<file path="config.mk">
export PLATFORM = sky130hd
export DESIGN_NAME = oamr_resolver
export DESIGN_NICKNAME = d
export VERILOG_FILES = /design/src/shared/oamr_pkg.sv /design/src/logic/oamr_addr_gen.sv /design/src/logic/oamr_resolver.sv
export SDC_FILE = /design/constraint.sdc
export NUM_CORES = 1
export LEC_CHECK = 0
export BUFFER_PORTS_ARGS = -buffer_cell sky130_fd_sc_hd__buf_2
export CAP_MARGIN = 30
export CORE_ASPECT_RATIO = 1.2
export CORE_MARGIN = 2
export CORE_UTILIZATION = 35
export DETAILED_ROUTE_END_ITERATION = 10
export GPL_ROUTABILITY_DRIVEN = 0
export SLEW_MARGIN = 10
export SYNTH_ARGS = -nofsm -noshare
export SYNTH_HDL_FRONTEND = slang
export SYNTH_SLANG_ARGS = --single-unit
</file>
<file path="constraint.sdc">
create_clock -name clk -period 0.8 [get_ports clk]
set_input_delay 0.12 -clock clk [delete_from_list [all_inputs] [get_ports clk]]
set_output_delay 0.12 -clock clk [all_outputs]
set_load 0.02 [all_outputs]
</file>
<file path="src/shared/oamr_pkg.sv">
// shared constants and types for the operand addressing mode resolver
`default_nettype none
package oamr_pkg;
    // addressing modes handled by this block
    typedef enum logic [2:0] {
        MODE_NONE       = 3'b000,
        MODE_SRC_IDX    = 3'b001,
        MODE_DST_DIR    = 3'b010,
        MODE_DST_IDX    = 3'b011,
        MODE_DST_DIR_IM = 3'b100,
        MODE_DST_IDX_IM = 3'b101,
        MODE_MEM_MOVE   = 3'b110
    } oamr_mode_t;

    // where the result lands
    typedef enum logic [1:0] {
        DST_ACC = 2'b00,
        DST_IDX = 2'b01,
        DST_MEM = 2'b10
    } oamr_dst_t;

    // what feeds either arithmetic input
    typedef enum logic [1:0] {
        SRC_MEM = 2'b00,
        SRC_ACC = 2'b01,
        SRC_IDX = 2'b10,
        SRC_IMM = 2'b11
    } oamr_src_t;

    localparam logic [1:0] LEN_TWO   = 2'h2;
    localparam logic [1:0] LEN_THREE = 2'h3;
    localparam logic [1:0] LEN_ZERO  = 2'h0;
    localparam logic [7:0] RESET_BYTE = 8'h00;
endpackage : oamr_pkg
`default_nettype wire

</file>
<file path="src/logic/oamr_addr_gen.sv">
// operand address former: direct byte or byte plus index
`timescale 1ns/100ps
`default_nettype none
module oamr_addr_gen #(
    parameter int W = 8
) (
    input  wire logic [W-1:0] operand_byte,  // first operand byte
    input  wire logic [W-1:0] index_val,     // index register content
    input  wire logic         use_index,     // add index when high
    output logic      [W-1:0] addr           // effective address
);
    // sum wraps to W bits; carry out dropped on purpose
    logic [W:0] sum_full;
    assign sum_full = {1'b0, operand_byte} + {1'b0, index_val};
    assign addr     = use_index ? sum_full[W-1:0] : operand_byte;
endmodule : oamr_addr_gen
`default_nettype wire

</file>
<file path="src/logic/oamr_resolver.sv">
// operand addressing mode resolver for an 8-bit core
// How it works
// - source-indexed mode reads at operand plus index and writes acc or index, two bytes.
// - source-indexed arithmetic takes its second input from the register the opcode names.
// - direct-destination mode writes the result at the first operand address, two bytes.
// - direct-destination sources acc or index and combines with the destination content.
// - indexed-destination mode writes at operand plus index, two bytes.
// - indexed-destination uses only the accumulator as source and leaves it unchanged.
// - direct-destination immediate uses operand two as source, three bytes.
// - indexed-destination immediate adds index to operand one, operand two is source.
// - indexed-destination arithmetic reads and writes back the same indexed location.
// - memory-to-memory mode is legal only for the move, three bytes, RAM destination.
// - memory-to-memory move reads RAM at operand two and writes RAM at operand one.
// - every indexed mode uses the index register as its offset.
`timescale 1ns/100ps
`default_nettype none
module oamr_resolver #(
    parameter int W = 8
) (
    input  wire logic               clk,          // core clock
    input  wire logic               arst_n,       // async reset, active low
    input  wire logic               dec_valid,    // decoded instruction present
    input  wire oamr_pkg::oamr_mode_t mode_in,    // addressing mode from opcode
    input  wire logic               reg_sel_idx,  // opcode names index register
    input  wire logic               reg_space,    // opcode targets register space
    input  wire logic               is_arith,     // opcode is arithmetic
    input  wire logic               is_move,      // opcode is move_instruction
    input  wire logic [W-1:0]       operand1,     // first operand byte
    input  wire logic [W-1:0]       operand2,     // second operand byte
    input  wire logic [W-1:0]       index_reg,    // index register content
    output logic                    res_valid,    // resolution valid
    output logic                    illegal,      // mode refused for this opcode
    output logic [W-1:0]            src_addr,     // memory read address
    output logic                    src_rd,       // memory read requested
    output logic                    src_reg_space,// read in register space
    output logic [W-1:0]            dst_addr,     // memory write address
    output oamr_pkg::oamr_dst_t     dst_sel,      // result destination
    output logic                    dst_reg_space,// write in register space
    output oamr_pkg::oamr_src_t     alu_a_sel,    // first alu input
    output oamr_pkg::oamr_src_t     alu_b_sel,    // second alu input
    output logic                    alu_b_used,   // second input takes part
    output logic [W-1:0]            imm_val,      // immediate source value
    output logic [1:0]              instr_len     // length in bytes
);
    ////////////////////////////////////////////////////////////////////////
    // address formation
    wire logic         use_idx;
    wire logic [W-1:0] op1_addr;

    assign use_idx = (mode_in == oamr_pkg::MODE_SRC_IDX) ||
                     (mode_in == oamr_pkg::MODE_DST_IDX) ||
                     (mode_in == oamr_pkg::MODE_DST_IDX_IM);

    oamr_addr_gen #(.W(W)) u_addr (
        .operand_byte (operand1),
        .index_val    (index_reg),
        .use_index    (use_idx),
        .addr         (op1_addr)
    );

    wire oamr_pkg::oamr_src_t reg_src;
    wire oamr_pkg::oamr_dst_t reg_dst;
    assign reg_src = reg_sel_idx ? oamr_pkg::SRC_IDX : oamr_pkg::SRC_ACC;
    assign reg_dst = reg_sel_idx ? oamr_pkg::DST_IDX : oamr_pkg::DST_ACC;

    ////////////////////////////////////////////////////////////////////////
    // mode decode
    logic                 ill_next;
    logic [W-1:0]         src_addr_next;
    logic                 src_rd_next;
    logic                 src_rs_next;
    logic [W-1:0]         dst_addr_next;
    oamr_pkg::oamr_dst_t  dst_sel_next;
    logic                 dst_rs_next;
    oamr_pkg::oamr_src_t  a_next;
    oamr_pkg::oamr_src_t  b_next;
    logic                 b_used_next;
    logic [W-1:0]         imm_next;
    logic [1:0]           len_next;

    always_comb begin
        ill_next      = 1'b0;
        src_addr_next = oamr_pkg::RESET_BYTE;
        src_rd_next   = 1'b0;
        src_rs_next   = 1'b0;
        dst_addr_next = oamr_pkg::RESET_BYTE;
        dst_sel_next  = oamr_pkg::DST_ACC;
        dst_rs_next   = 1'b0;
        a_next        = oamr_pkg::SRC_ACC;
        b_next        = oamr_pkg::SRC_ACC;
        b_used_next   = 1'b0;
        imm_next      = oamr_pkg::RESET_BYTE;
        len_next      = oamr_pkg::LEN_ZERO;
        case (mode_in)
            oamr_pkg::MODE_SRC_IDX: begin
                src_addr_next = op1_addr;
                src_rd_next   = 1'b1;
                src_rs_next   = reg_space;
                dst_sel_next  = reg_dst;
                a_next        = oamr_pkg::SRC_MEM;
                b_next        = reg_src;
                b_used_next   = is_arith;
                len_next      = oamr_pkg::LEN_TWO;
            end
            oamr_pkg::MODE_DST_DIR: begin
                dst_addr_next = op1_addr;
                dst_sel_next  = oamr_pkg::DST_MEM;
                dst_rs_next   = reg_space;
                a_next        = reg_src;
                src_addr_next = op1_addr;
                src_rd_next   = is_arith;
                src_rs_next   = reg_space;
                b_next        = oamr_pkg::SRC_MEM;
                b_used_next   = is_arith;
                len_next      = oamr_pkg::LEN_TWO;
            end
            oamr_pkg::MODE_DST_IDX: begin
                dst_addr_next = op1_addr;
                dst_sel_next  = oamr_pkg::DST_MEM;
                dst_rs_next   = reg_space;
                a_next        = oamr_pkg::SRC_ACC;
                src_addr_next = op1_addr;
                src_rd_next   = is_arith;
                src_rs_next   = reg_space;
                b_next        = oamr_pkg::SRC_MEM;
                b_used_next   = is_arith;
                len_next      = oamr_pkg::LEN_TWO;
            end
            oamr_pkg::MODE_DST_DIR_IM: begin
                dst_addr_next = op1_addr;
                dst_sel_next  = oamr_pkg::DST_MEM;
                dst_rs_next   = reg_space;
                a_next        = oamr_pkg::SRC_IMM;
                imm_next      = operand2;
                src_addr_next = op1_addr;
                src_rd_next   = is_arith;
                src_rs_next   = reg_space;
                b_next        = oamr_pkg::SRC_MEM;
                b_used_next   = is_arith;
                len_next      = oamr_pkg::LEN_THREE;
            end
            oamr_pkg::MODE_DST_IDX_IM: begin
                dst_addr_next = op1_addr;
                dst_sel_next  = oamr_pkg::DST_MEM;
                dst_rs_next   = reg_space;
                a_next        = oamr_pkg::SRC_IMM;
                imm_next      = operand2;
                src_addr_next = op1_addr;
                src_rd_next   = is_arith;
                src_rs_next   = reg_space;
                b_next        = oamr_pkg::SRC_MEM;
                b_used_next   = is_arith;
                len_next      = oamr_pkg::LEN_THREE;
            end
            oamr_pkg::MODE_MEM_MOVE: begin
                ill_next      = !is_move;
                src_addr_next = operand2;
                src_rd_next   = is_move;
                src_rs_next   = 1'b0;
                dst_addr_next = operand1;
                dst_sel_next  = oamr_pkg::DST_MEM;
                dst_rs_next   = 1'b0;
                a_next        = oamr_pkg::SRC_MEM;
                len_next      = oamr_pkg::LEN_THREE;
            end
            default: begin
                ill_next      = 1'b0;
            end
        endcase
    end

    ////////////////////////////////////////////////////////////////////////
    // registered outputs; one cycle after the decode is presented
    wire logic take;
    assign take = dec_valid && (mode_in != oamr_pkg::MODE_NONE);

    always_ff @(posedge clk or negedge arst_n) begin
        if (!arst_n) begin
            res_valid     <= 1'b0;
            illegal       <= 1'b0;
            src_addr      <= oamr_pkg::RESET_BYTE;
            src_rd        <= 1'b0;
            src_reg_space <= 1'b0;
            dst_addr      <= oamr_pkg::RESET_BYTE;
            dst_sel       <= oamr_pkg::DST_ACC;
            dst_reg_space <= 1'b0;
            alu_a_sel     <= oamr_pkg::SRC_ACC;
            alu_b_sel     <= oamr_pkg::SRC_ACC;
            alu_b_used    <= 1'b0;
            imm_val       <= oamr_pkg::RESET_BYTE;
            instr_len     <= oamr_pkg::LEN_ZERO;
        end else begin
            res_valid     <= take && !ill_next;
            illegal       <= take && ill_next;
            src_addr      <= src_addr_next;
            src_rd        <= take && !ill_next && src_rd_next;
            src_reg_space <= src_rs_next;
            dst_addr      <= dst_addr_next;
            dst_sel       <= dst_sel_next;
            dst_reg_space <= dst_rs_next;
            alu_a_sel     <= a_next;
            alu_b_sel     <= b_next;
            alu_b_used    <= b_used_next;
            imm_val       <= imm_next;
            instr_len     <= len_next;
        end
    end
endmodule : oamr_resolver
`default_nettype wire

</file>
==> summary.md, run 1 <==
| Metric | Value |
|---|---|
| Critical path startpoint | `operand1[0]` |
| Yosys warns | `0` |
| Setup_tns | `-8.997 ns` |
| Final worst setup slack | `-0.4575 ns` |
| Critical Path AT | `roughly 1.5 ns` |
| Slowest-stage cell, CP | `a211oi_4` |
| Fillers | `409` |
| Gate power share | `between 30% and 40%` |
| Hpwl dp | `about 4000 um` |
| Final net count | `approximately 340` |
| Worst Tran Pin Value | `approximately 0.28 ns` |
| Netlist cell types | `47` |
| Cell internal pwr | `0.004034 W` |
| Largest net degree at the start of global routing | `21` |
| Remaining antenna violation count | `0` |
| # DRC | `0` |
| Vias in the first global route | `between 1.5k and 2k` |
| Mapped Nets | `roughly 210` |
| Total number of vias | `between 1.5k and 2k` |
| Net switching power | `around 0.0016 W` |
| Req. time, crit path | `1.00 ns` |
| Mapped cell area | `1858 um^2` |
| Most frequent cells in the layout | `buf_4, buf_6, dfrtp_1` |
| Total grt overflow | `0` |
| Share of layout cells above drive strength 1 | `roughly three fifths` |
| Largest cells by area after synthesis | `dfrtp_1, ha_1, and2_1` |
| Fmax | `about 800 MHz` |
| Area leader, netlist | `dfrtp_1` |
| Storage cell area | `roughly 930 um^2` |
| Starting Density | `a little over a third` |
| Antenna cells | `0` |
| DR vias/cell | `4.827` |
| Synthesis-stage register bit count | `37` |
| Post-synthesis sequential area ratio | `between 40% and 50%` |
| Max stage delay on crit path | `0.25 ns` |
| Max_cap viols | `0` |
| Clock-pin slew on the worst setup and hold paths | `roughly 0.070 ns` |
| Pins Over Slew Limit | `0` |
| CTS buffer count | `5` |
| Critical Path, Cell by Cell | `buf_8 -> ha_4 -> buf_6 -> a211oi_4 -> o31ai_4 -> and3b_4 -> o21a_1 -> o311ai_2` |
| Overall power | `0.005643 W` |
| Critical Path Sink | `dst_addr[7]` |
| Area of the multi-input gates | `1067 um^2` |
| Crit-path max FO | `3` |
| Pwr Density | `~1700 nW/um^2` |
| Cells after synthesis | `170` |
| Max VDD drop | `about 0.85 mV` |
| Sw Share | `~29%` |
| Crit share post-route | `157.2%` |
| WL/cell | `14.16 um` |
| Clk buf depth | `2` |
| Rel. slew slack | `about four fifths` |
| Die width | `70.51 um` |
| Crit path launch type | `primary input` |
| Die area | `between 5000 and 6000 um^2` |
| Root buffer cell | `clkbuf_8` |
| FP Rows | `29` |
| Area Growth Syn to Fin | `79.39%` |
| Clock Sink Count | `37` |
| Async SR Flop Fraction | `100.0%` |
| TritonCTS clock tree | `yes` |
| IO Pins | `72` |
| Critical path capture point type | `register` |
| Tmin final | `between 1 and 1.5 ns` |
| Average size of a mapped cell | `roughly 11 um^2` |
| Final count of hold timing violations | `0` |
| Commonest non-fill, non-tap cell in the layout | `buf_4` |
| Final setup violation count | `52` |
| Post-synth EDFFs | `0` |
| Routed WL | `roughly 5100 um` |
| Antenna violations before repair | `0` |
| Hold crit path type | `primary input to register` |
| Initial DRC Count | `50` |
| Die Ht | `approximately 84 um` |
| H-tree levels | `2` |
| First-pass GRT wire length | `between 8000 and 9000 um` |
| Yosys top cell area share | `a little under half` |
| Status | `finished with violations` |
| Post-synth top flop | `dfrtp_1` |
| 1st-pass router iterations | `4` |
| GRT Util Overall | `roughly 18%` |
| RSZ-0062 raised after global routing | `true` |
| Power share of the clock group | `approximately 30%` |
| Worst Setup Path Type | `primary input to register` |
| Port Buf Inserts | `71` |
| Core box area | `5189 um^2` |
| Failing checks | `setup timing` |
| Leak | `around 1.6 nW` |
| Sequential power share | `a little under two fifths` |
[timing repair]
item                                    in CTS  in global routing
endpoints found under the setup margin      58                 53
resized for setup                           99                  7
setup buffers                                3                  2
pin swaps                                   17                  7
gates cloned                                 0                  0
hold buffers                                 1                  0
endpoints found under the hold margin       37                  0
[flip-flops by register name, indices dropped and copies added (netlist names)]
register	cells
illegal	1
imm_val	8
alu_b_used	1
src_addr	8
res_valid	1
dst_sel	2
src_reg_space	1
src_rd	1
instr_len	2
dst_addr	8
dst_reg_space	1
alu_b_sel	1
alu_a_sel	2
[stage by stage]
step,utilization (%),setup slack (ns),area [um^2],hold slack [ns],std cells
2_1_floorplan,-,-0.5794,2059,-0.1756,170
3_3_place_gp,53.94,-0.8130,2799,-0.02708,345
3_5_place_dp,53.94,-0.8364,2799,-0.02747,345
4_1_cts,63.15,-0.4634,3277,0.009014,357
5_1_grt,64.24,-0.5060,3333,0.01760,359
6_report,64.24,-0.4575,3333,0.02847,359
[layout make-up]
cell class | instances | share of cell area, %
repair buffers | 126 | 33.33
clock inverters | 2 | 1.126
clock buffers | 6 | 2.477
well taps | 62 | 2.327
flip-flops and latches | 37 | 27.85
inverters | 5 | 0.8634
multi-input cells | 121 | 32.02
[worst min path at each step]
stage	start	endpoint	slack, ns	depth (start not counted)
final	is_move	illegal	0.03	2
after global routing	is_move	illegal	0.02	2
after CTS	is_move	illegal	0.009	2
after detailed placement	arst_n	instr_len[0]	-0.03	1
after global placement	arst_n	alu_a_sel[1]	-0.03	1
after floorplan	arst_n	alu_a_sel[1]	-0.18	0
[power groups by stage]
stage | registers (W) | logic (W) | clock network, W
finish | 0.00212 | 0.00185 | 0.00167
detailed placement | 0.00212 | 0.00154 | 0
global route | 0.00213 | 0.00198 | 0.00178
global placement | 0.00212 | 0.00153 | 0
floorplan | 0.00233 | 0.000690 | 0
CTS | 0.00212 | 0.00181 | 0.00172
[cell families after synthesis]
kind of cell | share of synthesized area (%)
simple gates | 16.16
compound gates | 20.61
flops | 49.97
buf+inv | 3.300
fa+ha+maj | 6.465
xor+xnor | 1.886
mux | 1.616
[cells in the mapped netlist, types with 3 or more instances]
cell	n
mux2i_1	3
a21oi_1	11
nand3_1	4
inv_1	3
and2_1	13
nand2_1	16
ha_1	8
dfrtp_1	35
a32oi_1	4
a21o_1	3
o21ai_0	3
o21ai_1	3
a32o_1	3
o21a_1	3
nor2_1	11
buf_2	4
a22o_1	4
nor2b_1	4
[worst max-delay path, delay by kind of cell]
kind                     cells  cell delay [ns]
AO/OA/AOI/OAI                4             0.75
buffers and inverters        2             0.22
AND/OR/NAND/NOR              1             0.21
adder cells (fa/ha/maj)      1             0.16
[layer usage]
layer,global-route usage [%],vias up,part of all wire (%)
li1,-,861,-
met1,20.14,811,39
met2,32.25,54,55
met3,3.261,7,4.2
met4,6.469,0,1.6
met5,0,-,0
No activity file was read; power rests on OpenSTA's default activity.
==> run 2, diff against run 1 <==
Settings changed: MAX_ROUTING_LAYER set to met4.
==> summary.md, run 2 (synthesis results as in run 1) <==
| Metric | Value |
|---|---|
| Setup_tns | `-9.002 ns` |
| Root buffer cell | `clkbuf_8` |
| Hpwl dp | `between 4000 and 5000 um` |
| Rel. slew slack | `81.44%` |
| Final net count | `between 300 and 400` |
| Max_cap viols | `0` |
| Pins Over Slew Limit | `0` |
| Total number of vias | `~1.7k` |
| Max stage delay on crit path | `around 0.25 ns` |
| Crit share post-route | `157.2%` |
| CTS buffer count | `5` |
| Initial DRC Count | `75` |
| Fmax | `about 800 MHz` |
| IO Pins | `about 70` |
| # DRC | `0` |
| WL/cell | `around 14 um` |
| Starting Density | `a little over a third` |
| Worst Tran Pin Value | `roughly 0.28 ns` |
| Area Growth Syn to Fin | `79.39%` |
| Finished Layout Cells | `between 300 and 400` |
| Max VDD drop | `about 0.85 mV` |
| Critical Path, Cell by Cell | `buf_8 -> ha_4 -> buf_6 -> a211oi_4 -> o31ai_4 -> and3b_4 -> o21a_1 -> o311ai_2` |
| Fillers | `just over 400` |
| Overall power | `approximately 0.0056 W` |
| Failing checks | `setup timing` |
| Worst Setup Path Type | `primary input to register` |
| Hold slack | `~0.028 ns` |
| Finished Core Util | `64.24%` |
| Crit-path max FO | `3` |
| 1st-pass router iterations | `4` |
| Final count of hold timing violations | `0` |
| Status | `finished with violations` |
| RSZ-0062 raised after global routing | `true` |
| Clk buf depth | `2` |
| Largest net degree at the start of global routing | `21` |
| Leak | `around 1.6 nW` |
| Biggest registers after layout | `dst_addr x8, imm_val x8, src_addr x8` |
| Clock-pin slew on the worst setup and hold paths | `0.07 ns` |
| Most frequent cells in the layout | `buf_4, buf_6, dfrtp_1` |
| Die width | `70.51 um` |
| Core box area | `between 5000 and 6000 um^2` |
| Hold crit path type | `primary input to register` |
| Commonest non-fill, non-tap cell in the layout | `buf_4` |
| Vias in the first global route | `between 1.5k and 2k` |
| First-pass GRT wire length | `slightly above 8000 um` |
| Post-Place Cells | `345` |
| Antenna violations before repair | `0` |
| TritonCTS clock tree | `yes` |
| Final setup violation count | `52` |
| Share of layout cells above drive strength 1 | `58.59%` |
| FP Rows | `29` |
| Tmin final | `around 1.3 ns` |
| H-tree levels | `2` |
| Final worst setup slack | `-0.4572 ns` |
| Total grt overflow | `0` |
| Port Buf Inserts | `71` |
| Die area | `roughly 5900 um^2` |
| GRT Util Overall | `18.17%` |
| Slowest-stage cell, CP | `a211oi_4` |
| Die Ht | `83.82 um` |
| Critical Path AT | `roughly 1.5 ns` |
| Routed WL | `about 5100 um` |
| Antenna cells | `0` |
| Critical path capture point type | `register` |
| Remaining antenna violation count | `0` |
| Pwr Density | `around 1700 nW/um^2` |
| Req. time, crit path | `1.00 ns` |
| Clock Sink Count | `37` |
| Crit path launch type | `primary input` |
| DR vias/cell | `roughly 5` |
-- run 2: cell counts in the layout (fill, tap and decap cells not counted) --
No cell type changed its count.
-- run 2: final timing paths --
kind	to	start	depth (start not counted)
min in group asynchronous	alu_a_sel[1]	arst_n	2
max in group asynchronous	src_addr[2]	arst_n	3
worst min-delay path	illegal	is_move	2
worst max-delay path	dst_addr[7]	operand1[0]	8
-- run 2: repair_timing --
action	in CTS	in global routing
hold buffers	1	0
hold endpoints to repair	37	0
resized for setup	99	7
pin swaps	17	7
buffers inserted	3	2
endpoints found under the setup margin	58	53
-- run 2: worst max-delay path: cells and delay by family --
kind | cells | cell delay [ns]
adder cells (fa/ha/maj) | 1 | 0.16
AO/OA/AOI/OAI | 4 | 0.75
buffers and inverters | 2 | 0.22
AND/OR/NAND/NOR | 1 | 0.21
-- run 2: through the flow --
step           area (um^2)  setup WS [ns]
6_report              3333        -0.4572
5_1_grt               3333        -0.5060
4_1_cts               3277        -0.4634
3_5_place_dp          2799        -0.8364
3_3_place_gp          2799        -0.8130
2_1_floorplan         2059        -0.5794
-- run 2: final cells by class --
cell class / instances / area (um^2) / area share, %
repair buffers: 126 / 1111 / 33.33
multi-input cells: 121 / 1067 / 32.02
flip-flops and latches: 37 / 928.4 / 27.85
clock buffers: 6 / 82.58 / 2.477
well taps: 62 / 77.57 / 2.327
clock inverters: 2 / 37.54 / 1.126
inverters: 5 / 28.78 / 0.8634
-- run 2: layer usage --
layer  track usage [%]  part of all wire [%]
met1             20.37                    39
met2             32.08                    56
met3             3.261                   4.2
met4             6.469                   1.6
met5                 -                     0
-- run 2: power by group --
group	switching, W	total, W	internal (W)
sequential	0.0000843	0.00212	0.00204
combinational	0.000863	0.00185	0.000985
clock	0.000664	0.00168	0.00101
total	0.00161	0.00565	0.00403
